<file path="config.mk">
export PLATFORM = sky130hd
export DESIGN_NAME = wdat_top
export DESIGN_NICKNAME = d
export VERILOG_FILES = /design/src/wdat_pkg.sv /design/src/wdat_fetch_if.sv /design/src/wdat_reset_pulse.sv /design/src/wdat_top.sv /design/src/wdat_trap_detect.sv
export SDC_FILE = /design/constraint.sdc
export NUM_CORES = 1
export LEC_CHECK = 0
export BUFFER_PORTS_ARGS = -buffer_cell sky130_fd_sc_hd__buf_2
export CAP_MARGIN = 20
export CELL_PAD_IN_SITES_DETAIL_PLACEMENT = 0
export CELL_PAD_IN_SITES_GLOBAL_PLACEMENT = 1
export CORE_UTILIZATION = 25
export CTS_CLUSTER_SIZE = 14
export DETAILED_ROUTE_END_ITERATION = 8
export HOLD_SLACK_MARGIN = 0.02
export PLACE_DENSITY = 0.63
export SETUP_SLACK_MARGIN = 0.5
export SLEW_MARGIN = 10
export SYNTH_ARGS = -nofsm -noshare
export SYNTH_HDL_FRONTEND = slang
export SYNTH_SLANG_ARGS = --single-unit
</file>
<file path="constraint.sdc">
create_clock -name core_clk -period 2.8 [get_ports core_clk]
set_clock_uncertainty 0.15 [all_clocks]
set_input_delay 0.42 -clock core_clk [delete_from_list [all_inputs] [get_ports core_clk]]
set_output_delay 0.42 -clock core_clk [all_outputs]
set_load 0.02 [all_outputs]
</file>
<file path="src/wdat_pkg.sv">
package wdat_pkg;

  // ==========================================================
  // Register map (byte addresses)
  localparam logic [7:0] WDAT_CTRL_OFS   = 8'h00;
  localparam logic [7:0] WDAT_CODE_OFS   = 8'h04;
  localparam logic [7:0] WDAT_STAT_OFS   = 8'h08;
  localparam logic [7:0] WDAT_MASK_OFS   = 8'h0c;
  localparam logic [7:0] WDAT_ACTIVE_OFS = 8'h10;

  // ==========================================================
  // Control register fields and reset value
  localparam int         WDAT_OVF_SEL_BIT  = 0;
  localparam int         WDAT_PERIOD_LSB   = 1;
  localparam int         WDAT_WD_EN_BIT    = 3;
  localparam int         WDAT_TRAP_ACT_BIT = 4;
  localparam int         WDAT_RAM_TRAP_BIT = 5;
  localparam logic [7:0] WDAT_CTRL_RST     = 8'h39;
  localparam logic [7:0] WDAT_CODE_COMMIT  = 8'hd2;

  // ==========================================================
  // Status and mask bits
  localparam int         WDAT_ST_WD_RST   = 0;
  localparam int         WDAT_ST_WD_IRQ   = 1;
  localparam int         WDAT_ST_TRAP_IRQ = 2;
  localparam int         WDAT_ST_TRAP_RST = 3;
  localparam int         WDAT_ST_W        = 4;
  localparam logic [3:0] WDAT_MASK_RST    = 4'h0;

  // ==========================================================
  // Reset duration: 24 periods of fc, fc taken as 16 MHz
  localparam int FC_KHZ          = 16000;
  localparam int CORE_CLK_KHZ    = 125000;
  localparam int RST_FC_PERIODS  = 24;
  localparam int RST_TIME_PS     = RST_FC_PERIODS * (1000000000 / FC_KHZ);
  localparam int RST_CYCLES      = (RST_TIME_PS / 1000) * CORE_CLK_KHZ / 1000000;
  localparam int RST_CNT_W       = 8;

endpackage

</file>
<file path="src/wdat_fetch_if.sv">
`timescale 1ns/1ps
interface wdat_fetch_if #(
  parameter int AW = 16
);
  logic          fetchValid;
  logic [AW-1:0] fetchAddr;
  logic          ramTrapEnable;
  logic          trapHit;

  modport detector (input fetchValid, input fetchAddr, input ramTrapEnable, output trapHit);
  modport owner    (output fetchValid, output fetchAddr, output ramTrapEnable, input trapHit);
endinterface

</file>
<file path="src/wdat_reset_pulse.sv">
`timescale 1ns/1ps
module wdat_reset_pulse
  import wdat_pkg::*;
(
  input  wire logic core_clk,     // System clock
  input  wire logic arst_n,       // Async reset, active low
  input  wire logic trigger,      // One-cycle reset request cause
  input  wire logic lowSpeed,     // Low-speed mode one active
  output logic      resetReq,     // Held internal reset request
  output logic      oscRestart    // Fast oscillator restart
);
  logic [RST_CNT_W-1:0] cnt_q;
  logic [RST_CNT_W-1:0] cnt_d;
  logic                 osc_q;

  // Retriggers restart the count, so a retriggered request lasts longer than the bound
  assign cnt_d = trigger ? RST_CNT_W'(RST_CYCLES) :
                 (cnt_q != '0) ? cnt_q - 1'b1 : cnt_q;

  always_ff @(posedge core_clk or negedge arst_n) begin
    if (!arst_n) begin
      cnt_q    <= '0;
      resetReq <= 1'b0;
      osc_q    <= 1'b0;
    end else begin
      cnt_q    <= cnt_d;
      resetReq <= (cnt_d != '0);
      osc_q    <= trigger ? lowSpeed : (cnt_d != '0) && osc_q;
    end
  end

  assign oscRestart = osc_q;
endmodule

</file>
<file path="src/wdat_top.sv">
// The implementer's own choices: the register addresses and register access over AHB-Lite.
`timescale 1ns/1ps
module wdat_top
  import wdat_pkg::*;
#(
  parameter int AW = 16
) (
  input  wire logic          core_clk,        // System clock, 125 MHz
  input  wire logic          arst_n,          // Async reset, active low
  input  wire logic          hsel,            // AHB slave select
  input  wire logic [31:0]   haddr,           // AHB address
  input  wire logic [1:0]    htrans,          // AHB transfer type
  input  wire logic          hwrite,          // AHB write
  input  wire logic [2:0]    hsize,           // AHB size
  input  wire logic [31:0]   hwdata,          // AHB write data
  input  wire logic          hready,          // AHB ready in
  output logic      [31:0]   hrdata,          // AHB read data
  output logic               hreadyout,       // AHB ready out
  output logic               hresp,           // AHB response, always OKAY
  input  wire logic          wdOverflow,      // Watchdog counter overflow pulse
  input  wire logic          fetchValid,      // Instruction fetch strobe
  input  wire logic [AW-1:0] fetchAddr,       // Instruction fetch address
  input  wire logic          lowSpeedModeOne, // Low-speed mode one active
  output logic               sysResetReq,     // Internal hardware reset request
  output logic               hfOscRestart,    // Restart fast oscillator
  output logic               trapInterrupt,   // Non-maskable trap request pulse
  output logic               wdInterrupt,     // Watchdog interrupt pulse
  output logic               irq              // Level status interrupt
);
  import wdat_pkg::*;

  // ==========================================================
  // Bus slave: address phase capture
  logic       wrPend_q;
  logic       wrPend_d;
  logic [7:0] wrAddr_q;
  logic [7:0] wrAddr_d;

  wire addrPhase = hsel && htrans[1] && hready;
  wire rdAccept  = addrPhase && !hwrite;
  wire wrAccept  = addrPhase && hwrite;

  assign wrPend_d = wrAccept;
  assign wrAddr_d = wrAccept ? haddr[7:0] : wrAddr_q;

  // Write strobes in the data phase
  wire wrCtrl = wrPend_q && (wrAddr_q == WDAT_CTRL_OFS);
  wire wrCode = wrPend_q && (wrAddr_q == WDAT_CODE_OFS);
  wire wrStat = wrPend_q && (wrAddr_q == WDAT_STAT_OFS);
  wire wrMask = wrPend_q && (wrAddr_q == WDAT_MASK_OFS);

  // ==========================================================
  // Control register
  logic       ovfSel_q;
  logic       ovfSel_d;
  logic [1:0] period_q;
  logic [1:0] period_d;
  logic       wdEn_q;
  logic       wdEn_d;
  logic       trapAct_q;
  logic       trapAct_d;
  logic       ramPend_q;
  logic       ramPend_d;
  logic       ramTrap_q;
  logic       ramTrap_d;

  // Once cleared the overflow select can be set again only by reset
  assign ovfSel_d  = wrCtrl ? (ovfSel_q && hwdata[WDAT_OVF_SEL_BIT]) : ovfSel_q;
  assign period_d  = wrCtrl ? hwdata[WDAT_PERIOD_LSB +: 2] : period_q;
  assign wdEn_d    = wrCtrl ? hwdata[WDAT_WD_EN_BIT] : wdEn_q;
  assign trapAct_d = wrCtrl ? hwdata[WDAT_TRAP_ACT_BIT] : trapAct_q;
  assign ramPend_d = wrCtrl ? hwdata[WDAT_RAM_TRAP_BIT] : ramPend_q;

  // The new RAM trap choice stays shadowed until the commit code
  wire codeCommit = wrCode && (hwdata[7:0] == WDAT_CODE_COMMIT);
  assign ramTrap_d = codeCommit ? ramPend_q : ramTrap_q;

  // ==========================================================
  // Trap detection
  wdat_fetch_if #(.AW(AW)) fetchBus ();

  assign fetchBus.fetchValid    = fetchValid;
  assign fetchBus.fetchAddr     = fetchAddr;
  assign fetchBus.ramTrapEnable = ramTrap_q;

  wdat_trap_detect #(
    .AW (AW)
  ) u_detect (
    .fetch (fetchBus)
  );

  wire trapHit   = fetchBus.trapHit;
  wire trapToIrq = trapHit && !trapAct_q;
  wire trapToRst = trapHit && trapAct_q;
  wire wdToRst   = wdOverflow && ovfSel_q;
  wire wdToIrq   = wdOverflow && !ovfSel_q;

  // ==========================================================
  // Reset request generator
  wire rstTrigger = wdToRst || trapToRst;

  wdat_reset_pulse u_rst (
    .core_clk   (core_clk),
    .arst_n     (arst_n),
    .trigger    (rstTrigger),
    .lowSpeed   (lowSpeedModeOne),
    .resetReq   (sysResetReq),
    .oscRestart (hfOscRestart)
  );

  // ==========================================================
  // Status, mask and interrupt
  logic [WDAT_ST_W-1:0] status_q;
  logic [WDAT_ST_W-1:0] status_d;
  logic [WDAT_ST_W-1:0] mask_q;
  logic [WDAT_ST_W-1:0] mask_d;
  logic [WDAT_ST_W-1:0] events;
  logic [WDAT_ST_W-1:0] clrBits;

  assign events[WDAT_ST_WD_RST]   = wdToRst;
  assign events[WDAT_ST_WD_IRQ]   = wdToIrq;
  assign events[WDAT_ST_TRAP_IRQ] = trapToIrq;
  assign events[WDAT_ST_TRAP_RST] = trapToRst;

  assign clrBits  = wrStat ? hwdata[WDAT_ST_W-1:0] : '0;
  // A new event in the clearing cycle survives the clear
  assign status_d = (status_q & ~clrBits) | events;
  assign mask_d   = wrMask ? hwdata[WDAT_ST_W-1:0] : mask_q;

  wire irq_d = |(status_d & mask_d);

  // ==========================================================
  // Read data, built from next-state values so a read right
  // after a write sees the written value
  logic [31:0] rdMux;

  wire rdStat   = haddr[7:0] == WDAT_STAT_OFS;
  wire rdMask   = haddr[7:0] == WDAT_MASK_OFS;
  wire rdActive = haddr[7:0] == WDAT_ACTIVE_OFS;

  // Control and code registers are write-only and read as zero
  assign rdMux = rdStat   ? {{(32-WDAT_ST_W){1'b0}}, status_d} :
                 rdMask   ? {{(32-WDAT_ST_W){1'b0}}, mask_d} :
                 rdActive ? {26'h0, ramTrap_d, trapAct_d, wdEn_d, period_d, ovfSel_d} :
                 32'h0000_0000;

  // ==========================================================
  // Registers
  always_ff @(posedge core_clk or negedge arst_n) begin
    if (!arst_n) begin
      wrPend_q  <= 1'b0;
      wrAddr_q  <= 8'h00;
      hrdata    <= 32'h0000_0000;
      hreadyout <= 1'b1;
      hresp     <= 1'b0;
    end else begin
      wrPend_q  <= wrPend_d;
      wrAddr_q  <= wrAddr_d;
      hrdata    <= rdAccept ? rdMux : hrdata;
      hreadyout <= 1'b1;
      hresp     <= 1'b0;
    end
  end

  always_ff @(posedge core_clk or negedge arst_n) begin
    if (!arst_n) begin
      ovfSel_q  <= WDAT_CTRL_RST[WDAT_OVF_SEL_BIT];
      period_q  <= WDAT_CTRL_RST[WDAT_PERIOD_LSB +: 2];
      wdEn_q    <= WDAT_CTRL_RST[WDAT_WD_EN_BIT];
      trapAct_q <= WDAT_CTRL_RST[WDAT_TRAP_ACT_BIT];
      ramPend_q <= WDAT_CTRL_RST[WDAT_RAM_TRAP_BIT];
      ramTrap_q <= WDAT_CTRL_RST[WDAT_RAM_TRAP_BIT];
    end else begin
      ovfSel_q  <= ovfSel_d;
      period_q  <= period_d;
      wdEn_q    <= wdEn_d;
      trapAct_q <= trapAct_d;
      ramPend_q <= ramPend_d;
      ramTrap_q <= ramTrap_d;
    end
  end

  // Trap requests bypass the master flag; each hit pulses again so
  // a trap during a service routine preempts it
  always_ff @(posedge core_clk or negedge arst_n) begin
    if (!arst_n) begin
      status_q      <= '0;
      mask_q        <= WDAT_MASK_RST;
      irq           <= 1'b0;
      trapInterrupt <= 1'b0;
      wdInterrupt   <= 1'b0;
    end else begin
      status_q      <= status_d;
      mask_q        <= mask_d;
      irq           <= irq_d;
      trapInterrupt <= trapToIrq;
      wdInterrupt   <= wdToIrq;
    end
  end

endmodule

</file>
<file path="src/wdat_trap_detect.sv">
`timescale 1ns/1ps
module wdat_trap_detect #(
  parameter int          AW       = 16,
  parameter logic [15:0] RAM_LO   = 16'h0040,
  parameter logic [15:0] RAM_HI   = 16'h023f,
  parameter logic [15:0] SFR_LO   = 16'h0000,
  parameter logic [15:0] SFR_HI   = 16'h003f,
  parameter logic [15:0] DBUF_LO  = 16'h0f80,
  parameter logic [15:0] DBUF_HI  = 16'h0fff
) (
  wdat_fetch_if.detector fetch // Fetch address in, hit out
);
  wire inRam  = (fetch.fetchAddr >= RAM_LO[AW-1:0]) && (fetch.fetchAddr <= RAM_HI[AW-1:0]);
  wire inSfr  = (fetch.fetchAddr >= SFR_LO[AW-1:0]) && (fetch.fetchAddr <= SFR_HI[AW-1:0]);
  wire inDbuf = (fetch.fetchAddr >= DBUF_LO[AW-1:0]) && (fetch.fetchAddr <= DBUF_HI[AW-1:0]);

  // Data accesses never reach this port, so they can never trap
  assign fetch.trapHit = fetch.fetchValid &&
                         ((inRam && fetch.ramTrapEnable) ||
                          inSfr || inDbuf);
endmodule
</file>
; Word level (Yosys, flattened, before mapping)
; Index checks and enable logic that the tools add are counted.
[op_classes]
n_shift = 0
n_div = 0
mul = 0
add_sub_neg = 1
n_lt_le_gt_ge = 6
bitwise = 4
reduce_logical = 30
n_mux = 13
eq_ne = 7
[op_table]
columns = cell, n
row1 = $eq A8 B4 Y1 const B, 4
row2 = $logic_and A1 B1 Y1, 20
row3 = $mux W6, 3
row4 = $ge A16 B1 Y1 const B, 1
row5 = $ge A16 B12 Y1 const B, 1
row6 = $ge A16 B7 Y1 const B, 1
row7 = $le A16 B10 Y1 const B, 1
row8 = $le A16 B12 Y1 const B, 1
row9 = $le A16 B6 Y1 const B, 1
row10 = $mux W8, 2
row11 = $reduce_bool A8 Y1, 2
row12 = $and A4 B4 Y4, 2
row13 = $eq A8 B3 Y1 const B, 1
row14 = $eq A8 B5 Y1 const B, 1
row15 = $eq A8 B8 Y1 const B, 1
row16 = $logic_not A8 Y1, 1
row17 = $mux W4, 2
row18 = $sub A8 B1 Y8 const B, 1
row19 = $mux W1, 5
row20 = $not A4 Y4, 1
row21 = $or A4 B4 Y4, 1
row22 = $reduce_or A4 Y1, 1
row23 = $logic_not A1 Y1, 3
row24 = $logic_or A1 B1 Y1, 3
row25 = $mux W2, 1
[totals]
register_bits = 69
n_memories = 0
inputBits = 93
out_inout_bits = 39
rom_bits = 0
wordCells = 78
latchBits = 0
ramBits = 0

; Depth between registers and ports, before layout
; Gate-level depths: netlist of the first run.
[logic_depth]
word_depth = 12
mapped_depth = 7

; By module
; From an unflattened synthesis of the first run, not the netlist that was laid out.
[unflattened]
hier_cells = 236
hier_area_um2 = 2318.5
[modules_own_cells]
columns = module, area_per_inst_um2, cells_per_inst, instances
row1 = wdat_top, 1690.4, 164, 1
row2 = wdat_reset_pulse, 571.8, 62, 1
row3 = wdat_trap_detect, 56.3, 10, 1

; Least setup slack after synthesis of the first run
; Ideal clock, no wire load.
[synth_timing]
path_kind = flip-flop to flip-flop
start = register u_rst.cnt_q[3]
end = register u_rst.resetReq
required_ns = 2.519
setup_slack_ns = 0.577
setup_time_ns = 0.131
arrival_ns = 1.942
path_stages_with_launch = 6
path_cell_list = dfrtp_1 or4_4 or4_1 nand2_1 nand4_2 or3_1
[synth_between]
elab_chain_len = 4
word_cells_on_any_way = 5
cone_classes = 1 x add/sub / 2 x mux / 2 x reduce/logical
[synth_lines]
columns = element, line_no
row1 = "start, declared", wdat_reset_pulse.sv:12  ; logic [RST_CNT_W-1:0] cnt_q;
row2 = "start signal, assigned", wdat_reset_pulse.sv:26  ; cnt_q <= cnt_d;
row3 = $sub A8 B1 Y8 or $reduce_bool A8 Y1 (tied branches), wdat_reset_pulse.sv:18  ; (cnt_q != '0) ? cnt_q - 1'b1 : cnt_q;
row4 = $mux W8 *, wdat_reset_pulse.sv:18
row5 = $mux W8 *, wdat_reset_pulse.sv:17  ; assign cnt_d = trigger ? RST_CNT_W'(RST_CYCLES) :
row6 = named net u_rst.cnt_d[7], wdat_reset_pulse.sv:13  ; logic [RST_CNT_W-1:0] cnt_d;
row7 = $reduce_bool A8 Y1 *, wdat_reset_pulse.sv:27  ; resetReq <= (cnt_d != '0);
row8 = "end signal, assigned", wdat_reset_pulse.sv:27
row9 = "end, declared", wdat_reset_pulse.sv:9  ; output logic resetReq,
; The timed path passes the listed nets; every way through them passes the cells marked *.
; A chain may end at the register's enable or synchronous reset.

; Worst setup path after layout of the first run
[layout_timing]
start = register u_rst.cnt_q[2]
end = register u_rst.osc_q, in the netlist u_rst.oscRestart
[layout_between]
elab_chain_len = 6
word_cells_on_any_way = 7
cone_classes = 1 x add/sub / 3 x mux / 3 x reduce/logical
[layout_lines]
columns = element, line_no
row1 = $sub A8 B1 Y8 or $reduce_bool A8 Y1 (tied branches), wdat_reset_pulse.sv:18
row2 = $mux W8 *, wdat_reset_pulse.sv:18
row3 = $mux W8 *, wdat_reset_pulse.sv:17
row4 = named net u_rst.cnt_d[7], wdat_reset_pulse.sv:13
row5 = $reduce_bool A8 Y1 *, wdat_reset_pulse.sv:28  ; osc_q <= trigger ? lowSpeed : (cnt_d != '0) && osc_q;
row6 = $logic_and A1 B1 Y1 *, wdat_reset_pulse.sv:28
row7 = $mux W1 *, wdat_reset_pulse.sv:28
row8 = "end signal, assigned", wdat_reset_pulse.sv:28
row9 = "end, declared", wdat_reset_pulse.sv:14  ; logic osc_q;
; Marks and branches as above.

==> results of run 1 <==
-- report_power, final --
group          switching [uW]  leakage (uW)  internal [uW]
sequential               76.2      0.000533            729
combinational             212      0.000727            183
clock                     213     0.0000644            356
total                     502       0.00132           1270
-- worst max-delay path: cells and delay by family, from the launching register on --
kind             cells  cell delay, ns
flip-flops           1            0.40
AND/OR/NAND/NOR      4            1.21
AO/OA/AOI/OAI        1            0.37
-- cell type report --
type / instances / area share, %
Multi-Input combinational cell: 159 / 36.9
Clock inverter: 3 / 2.45
Clock buffer: 5 / 2.49
Timing Repair Buffer: 58 / 12.2
Tap cell: 108 / 4.89
Inverter: 14 / 1.90
Sequential cell: 43 / 39.2
-- synthesized netlist by cell type (2+ instances only) --
library cell   n  area, um2
mux2_2         6       67.6
nand4b_1       2       17.5
a2bb2oi_1      4       35.0
xnor2_1        5       43.8
inv_1         13       48.8
or3_1          6       37.5
a21boi_0       2       15.0
nor4_1         3       18.8
nand4_1        2       12.5
or4_1          3       22.5
o211ai_1       5       37.5
a22o_1         2       17.5
dfrtp_1       38        951
buf_4         28        210
and3_1         2       12.5
nand3_1        3       15.0
nor3b_1        3       22.5
conb_1         2       7.51
nand2_1       36        135
and4_1         2       17.5
dfstp_2        5        131
a21oi_1        3       15.0
and2_1         3       18.8
nor2_1         5       18.8
o21ai_0        4       20.0
ha_1           2       25.0
mux2i_1        4       40.0
nor2b_1        3       18.8
-- logic make-up after synthesis --
kind of cell / Yosys count / share of synthesized area, %
AOI/OAI and AO/OA: 30 / 10.2
xor gates and xnor gates: 6 / 2.34
adders and majority gates: 2 / 1.12
buffers and inverters: 43 / 11.9
DFF: 43 / 48.2
muxes: 10 / 4.80
other: 2 / 0.335
and+or+nand+nor: 83 / 21.1
-- registers in the layout, summed over array words and instances, names as in the netlist --
| register | flops |
|---|---|
| fetchBus.ramTrapEnable | 1 |
| status_q | 4 |
| ramPend_q | 1 |
| wrPend_q | 1 |
| irq | 1 |
| wdInterrupt | 1 |
| u_rst.cnt_q | 8 |
| period_q | 2 |
| u_rst.resetReq | 1 |
| mask_q | 4 |
| trapAct_q | 1 |
| u_rst.oscRestart | 1 |
| trapInterrupt | 1 |
| ovfSel_q | 1 |
| wrAddr_q | 8 |
| hrdata | 6 |
| wdEn_q | 1 |
-- metal layers --
layer,vias up,wire (um)
li1,829,-
met1,783,2360
met2,56,2170
met3,2,292
met4,0,33
met5,-,0
-- stage by stage --
stage | std cells | area, um2 | total power, uW
after floorplan | 245 | 2340 | 1090
after global placement | 372 | 2510 | 1170
after detailed placement | 372 | 2510 | 1170
after CTS | 383 | 2670 | 1770
after global routing | 390 | 2760 | 1880
final | 390 | 2760 | 1770
-- timing repair --
item,in CTS,in global routing
hold buffers,0,1
hold endpoints to repair,0,6
gates cloned,0,0
setup endpoints to repair,2,10
resized for setup,0,8
buffers inserted,3,5
pin swaps,1,4
-- final timing paths --
path	start	cells past startpoint	slack (ns)	end
min in group asynchronous	arst_n	2	0.35	u_rst.cnt_q[1]$_DFF_PN0_
setup reg to reg	u_rst.cnt_q[2]$_DFF_PN0_	5	0.55	u_rst.oscRestart$_DFF_PN0_
max in group asynchronous	arst_n	3	1.65	ramPend_q$_DFFE_PN1P_
setup / recovery	u_rst.cnt_q[2]$_DFF_PN0_	5	0.55	u_rst.oscRestart$_DFF_PN0_
hold / removal	haddr[7]	3	0.18	wrAddr_q[7]$_DFFE_PN0P_
hold reg to reg	wrAddr_q[0]$_DFFE_PN0P_	2	0.34	wrAddr_q[0]$_DFFE_PN0P_
==> flow_summary.toml, run 1 <==
[critical_path]
slowest_delay_ns = 0.57
path_common_cell = "or4_4"
path_max_fanout = 3
required_ns = 2.83
critPathSlowestCell = "or4_4"
crit_type = "flip-flop to flip-flop"
cp.arrival_ns = 2.28
crit_chain = "or4_4 -> or4_4 -> nand2_1 -> nand4_2 -> o32a_1"
start_kind = "flip-flop"
cp-end-kind = "flip-flop"

[synthesis]
synth_edf_count = 0
synthCells = 219
synth_seq_cells = 43
ys.flop_type = "dfrtp_1"
seq_area_frac_synth_pct = 48.2
yosysWarnings = 0
synth_cell_types = 51
synth_async_sr_flop_share_pct = 100
netlist_area_um2 = 2240
synth_area_per_cell_um2 = 10.2

[global_route]
grt_max_degree = 44
overflow = 0
grt_use_met1_pct = 13.8
grt_antenna_before_repair = 0
track_usage_pct = 10.6
grt_pass1_wl_um = 8050
grt.busiest_layer = "met2"
grt_pass1_vias = 1644
met3_usage_pct = 2.96
grt_util_met2_pct = 16.8

[sta]
fin_crit_sh_pct = 80.3
hold_viol_final = 0
clock.fmax_ghz = 0.445
min_period_ns = 2.25
hold_slack_ns = 0.176
setup_violations = 0
drv_slew = 0
layout_setup_ws_ns = 0.551
fin_tns_setup_ns = 0
rsz0062_at_grt = "true"

[cts]
path_clk_slew_ns = 0.09
cts_root_buffer = "clkbuf_8"
insertion_delay_ns = 0.29
cts_tree = "built"
ctsHtreeMaxLevel = 2
cts_buffers = 5
clockBufferDepth = 2
cts.sinks = 43

[power]
powerDensity_nw_per_um2 = 640
irDropWorstVdd_mv = 0.278
p_leak_uw = 0.00132

[layout]
final_util_pct = 31.7
nFillCells = 912
drive_gt1_share_pct = 32.3
multi_input_area_um2 = 1020
final-seq-area_um2 = 1080
n_antenna_cell = 0
fin_nets = 376
synthToLayoutAreaGrowth_pct = 23.1
final_common_cell = "buf_2"
layout_common_cells = "buf_2 (45), dfrtp_1 (38), nand2_1 (36), conb_1 (28), inv_1 (13)"

[floorplan]
die_width_um = 96.7
start_util_pct = 25.7
rows = 34
die_h_um = 96.7
coreArea_um2 = 8720
io_pins = 132
dieArea_um2 = 9360

[detailed_routing]
vias_per_cell = 4.28
avgRoutedWirePerCell_um = 12.4
drt_iter0_drc = 44
drcViolationCount = 0
ant_nets = 0
vias = 1670
wl_um = 4850
first_pass_iters = 4

[placed_design]
place_worst_setup_slack_ns = 0.319
port_buffers = 45
dp_hpwl_um = 3650
place.gp.congestion = 0.743

[hold_path]
hold_path.class = "primary input to flip-flop"

[outcome]
status = "finished, final reports clean"

[job]
drv_cap = 0
Note: power is estimated with default switching activity, not from simulation.
==> inputs of run 2 (changes only) <==
Settings changed: ABC_AREA set to 1, PLACE_DENSITY 0.63 to 0.67.
Clock period 2.8 ns to 1.91 ns, I/O delays scaled along.
==> run 2 against run 1 <==
Compared with the run above:
- worst setup slack worse by 0.39 ns
- combinational power is 63% higher
- count of clock-buffer cells in the layout unchanged
- power increased by 42%
- core utilization is 1.9 points higher
- area after synthesis rose by 6.1%
- flip-flop and latch count unchanged
- largest cell class is now multi-input gates
==> flow_summary.toml, run 2 <==
[cts]
insertion_delay_ns = 0.30
cts_buffers = 5
cts_tree = "built"
cts_root_buffer = "clkbuf_8"
clockBufferDepth = 2
ctsHtreeMaxLevel = 2
cts.sinks = 43
path_clk_slew_ns = 0.09

[placed_design]
place_worst_setup_slack_ns = 0.113
port_buffers = 45
placed_area_um2 = 2710
dp_hpwl_um = 4050
place.gp.congestion = 0.767

[sta]
rsz0062_at_grt = "true"
layout_setup_ws_ns = 0.164
fin_crit_sh_pct = 91.4
setup_violations = 0
drv_slew = 0
tightest_slew_ns = 0.549
relSlewSlack_pct = 63.4
clock.fmax_ghz = 0.573
hold_viol_final = 0
min_period_ns = 1.75
fin_tns_setup_ns = 0

[synthesis]
ys.flop_type = "dfrtp_1"
synth_cell_types = 31
yosys.area.top_type = "dfrtp_1"
netlist_area_um2 = 2380
synth_area_per_cell_um2 = 7.96
synthCells = 299
yosysWarnings = 0
synth_seq_cells = 43
seq_area_frac_synth_pct = 45.5
synth_async_sr_flop_share_pct = 100
synth_edf_count = 0
synth_area_leaders = "dfrtp_1 (40%), nand2_1 (14%), buf_4 (8.8%)"
synth_most_common_cell = "nand2_1"
synth_common_cells = "nand2_1 (86), dfrtp_1 (38), inv_1 (37)"
yosysTopAreaCellShare_pct = 40.0

[detailed_routing]
met3_length_um = 206
top_layer = "met4"
vias = 1975
drcViolationCount = 0
first_pass_iters = 4
wl_um = 5480
vias_per_cell = 3.98
wl_met2_um = 2860
ant_nets = 0
drt_iter0_drc = 49
avgRoutedWirePerCell_um = 11.0
wl_met1_um = 2340

[floorplan]
io_pins = 132
rows = 35
die_width_um = 99.6
start_util_pct = 25.8
dieArea_um2 = 9910
die_h_um = 99.6
coreArea_um2 = 9240

[layout]
fin_nets = 461
layout_common_cells = "nand2_1 (73), buf_2 (45), dfrtp_1 (38), inv_1 (31), conb_1 (28)"
fin_area_um2 = 3100
drive_gt1_share_pct = 38.7
top_regs = "u_rst.cnt_q (8), wrAddr_q (8), hrdata (6)"
final_common_cell = "nand2_1"
synthToLayoutAreaGrowth_pct = 30.3
n_antenna_cell = 0

[power]
powerDensity_nw_per_um2 = 808
irDropWorstVdd_mv = 0.388
p_leak_uw = 0.00156

[global_route]
grt_pass1_wl_um = 8830
track_usage_pct = 11.3
grt_pass1_vias = 1868
grt_max_degree = 44
grt_antenna_before_repair = 0
overflow = 0

[critical_path]
cp-end-kind = "flip-flop"
path_common_cell = "nand2_1"
required_ns = 1.96
critPathSlowestCell = "dfrtp_1"
crit_type = "flip-flop to flip-flop"
cp.arrival_ns = 1.80
path_buf_inv = 2
crit_chain = "inv_2 -> ha_4 -> inv_2 -> nor2_1 -> nand3_1 -> nand2_1 -> nand2_1 -> nand2_2 -> nand3_2 -> nor2_2 -> nand3_2 -> nand2_1 -> nand2_1"
r2r_slack_ns = 0.16
cp_top_family = "simple AND/OR/NAND/NOR gates"
start_kind = "flip-flop"
path_max_fanout = 3
slowest_delay_ns = 0.40

[hold_path]
hold_path.class = "primary input to flip-flop"

[job]
drv_cap = 0

[outcome]
status = "finished, final reports clean"
[run 2: logic make-up (layout without fill, tap and decap cells)]
logic type               Yosys count  in the layout  share of synthesized area (%)
flip-flops                        43             43                           45.5
AND/OR/NAND/NOR                  155            156                           30.2
XOR/XNOR                           4              4                           1.47
other                              2             28                          0.316
AO/OA/AOI/OAI                     24             24                           5.84
multiplexers                       1              1                          0.473
adder cells (fa/ha/maj)            2              2                           1.05
buffers and inverters             68            109                           15.1
[run 2: where the power goes]
group,internal [uW],switching [uW],leakage (uW)
sequential,1050,94.6,0.000502
combinational,242,401,0.00100
clock,389,324,0.0000581
[run 2: path summary, 6_finish.rpt]
kind / end / cells after the start / start
setup / recovery: u_rst.oscRestart$_DFF_PN0_ / 13 / u_rst.cnt_q[0]$_DFF_PN0_
hold / removal: u_rst.oscRestart$_DFF_PN0_ / 3 / lowSpeedModeOne
setup reg to reg: u_rst.oscRestart$_DFF_PN0_ / 13 / u_rst.cnt_q[0]$_DFF_PN0_
hold reg to reg: period_q[0]$_DFF_PN0_ / 2 / period_q[0]$_DFF_PN0_
max in group asynchronous: trapAct_q$_DFF_PN1_ / 3 / arst_n
min in group asynchronous: hrdata[1]$_DFFE_PN0P_ / 3 / arst_n
[run 2: layout make-up]
type	instances	area [um2]
Timing Repair Buffer	61	352
Inverter	40	150
Sequential cell	43	1080
Fill cell	1009	6140
Clock buffer	5	68.8
Clock inverter	3	43.8
Multi-Input combinational cell	215	1240
Tap cell	129	161
[run 2: per-layer routing]
layer	GRT usage, %	vias to the layer above
met4	3.85	0
met1	13.8	913
met5	0	-
met2	19.9	43
li1	-	1013
met3	2.11	6
[run 2: metrics by stage]
| stage | total power [uW] | util, % | std cells | hold WS, ns |
|---|---|---|---|---|
| 3_5_place_dp | 1660 | 29.3 | 476 | 0.246 |
| 5_1_grt | 2660 | 33.6 | 496 | 0.0318 |
| 4_1_cts | 2450 | 32.3 | 490 | 0.0324 |
| 3_3_place_gp | 1650 | 29.3 | 476 | 0.242 |
| 6_report | 2510 | 33.6 | 496 | 0.0377 |
| 2_1_floorplan | 1550 | - | 325 | -0.159 |
[run 2: timing repair]
action                                  4_1_cts  5_1_grt
endpoints found under the hold margin        38        0
pin swaps                                    14       14
resized for setup                            32       23
endpoints found under the setup margin       29       31
setup buffers                                 5        5
hold buffers                                  1        0
gates cloned                                  0        1
[run 2: worst register-to-register path, delay by kind of cell, from the launching register on]
family | cells | cell delay, ns
flip-flops | 1 | 0.40
AND/OR/NAND/NOR | 10 | 0.75
adder cells (fa/ha/maj) | 1 | 0.19
buffers and inverters | 2 | 0.16
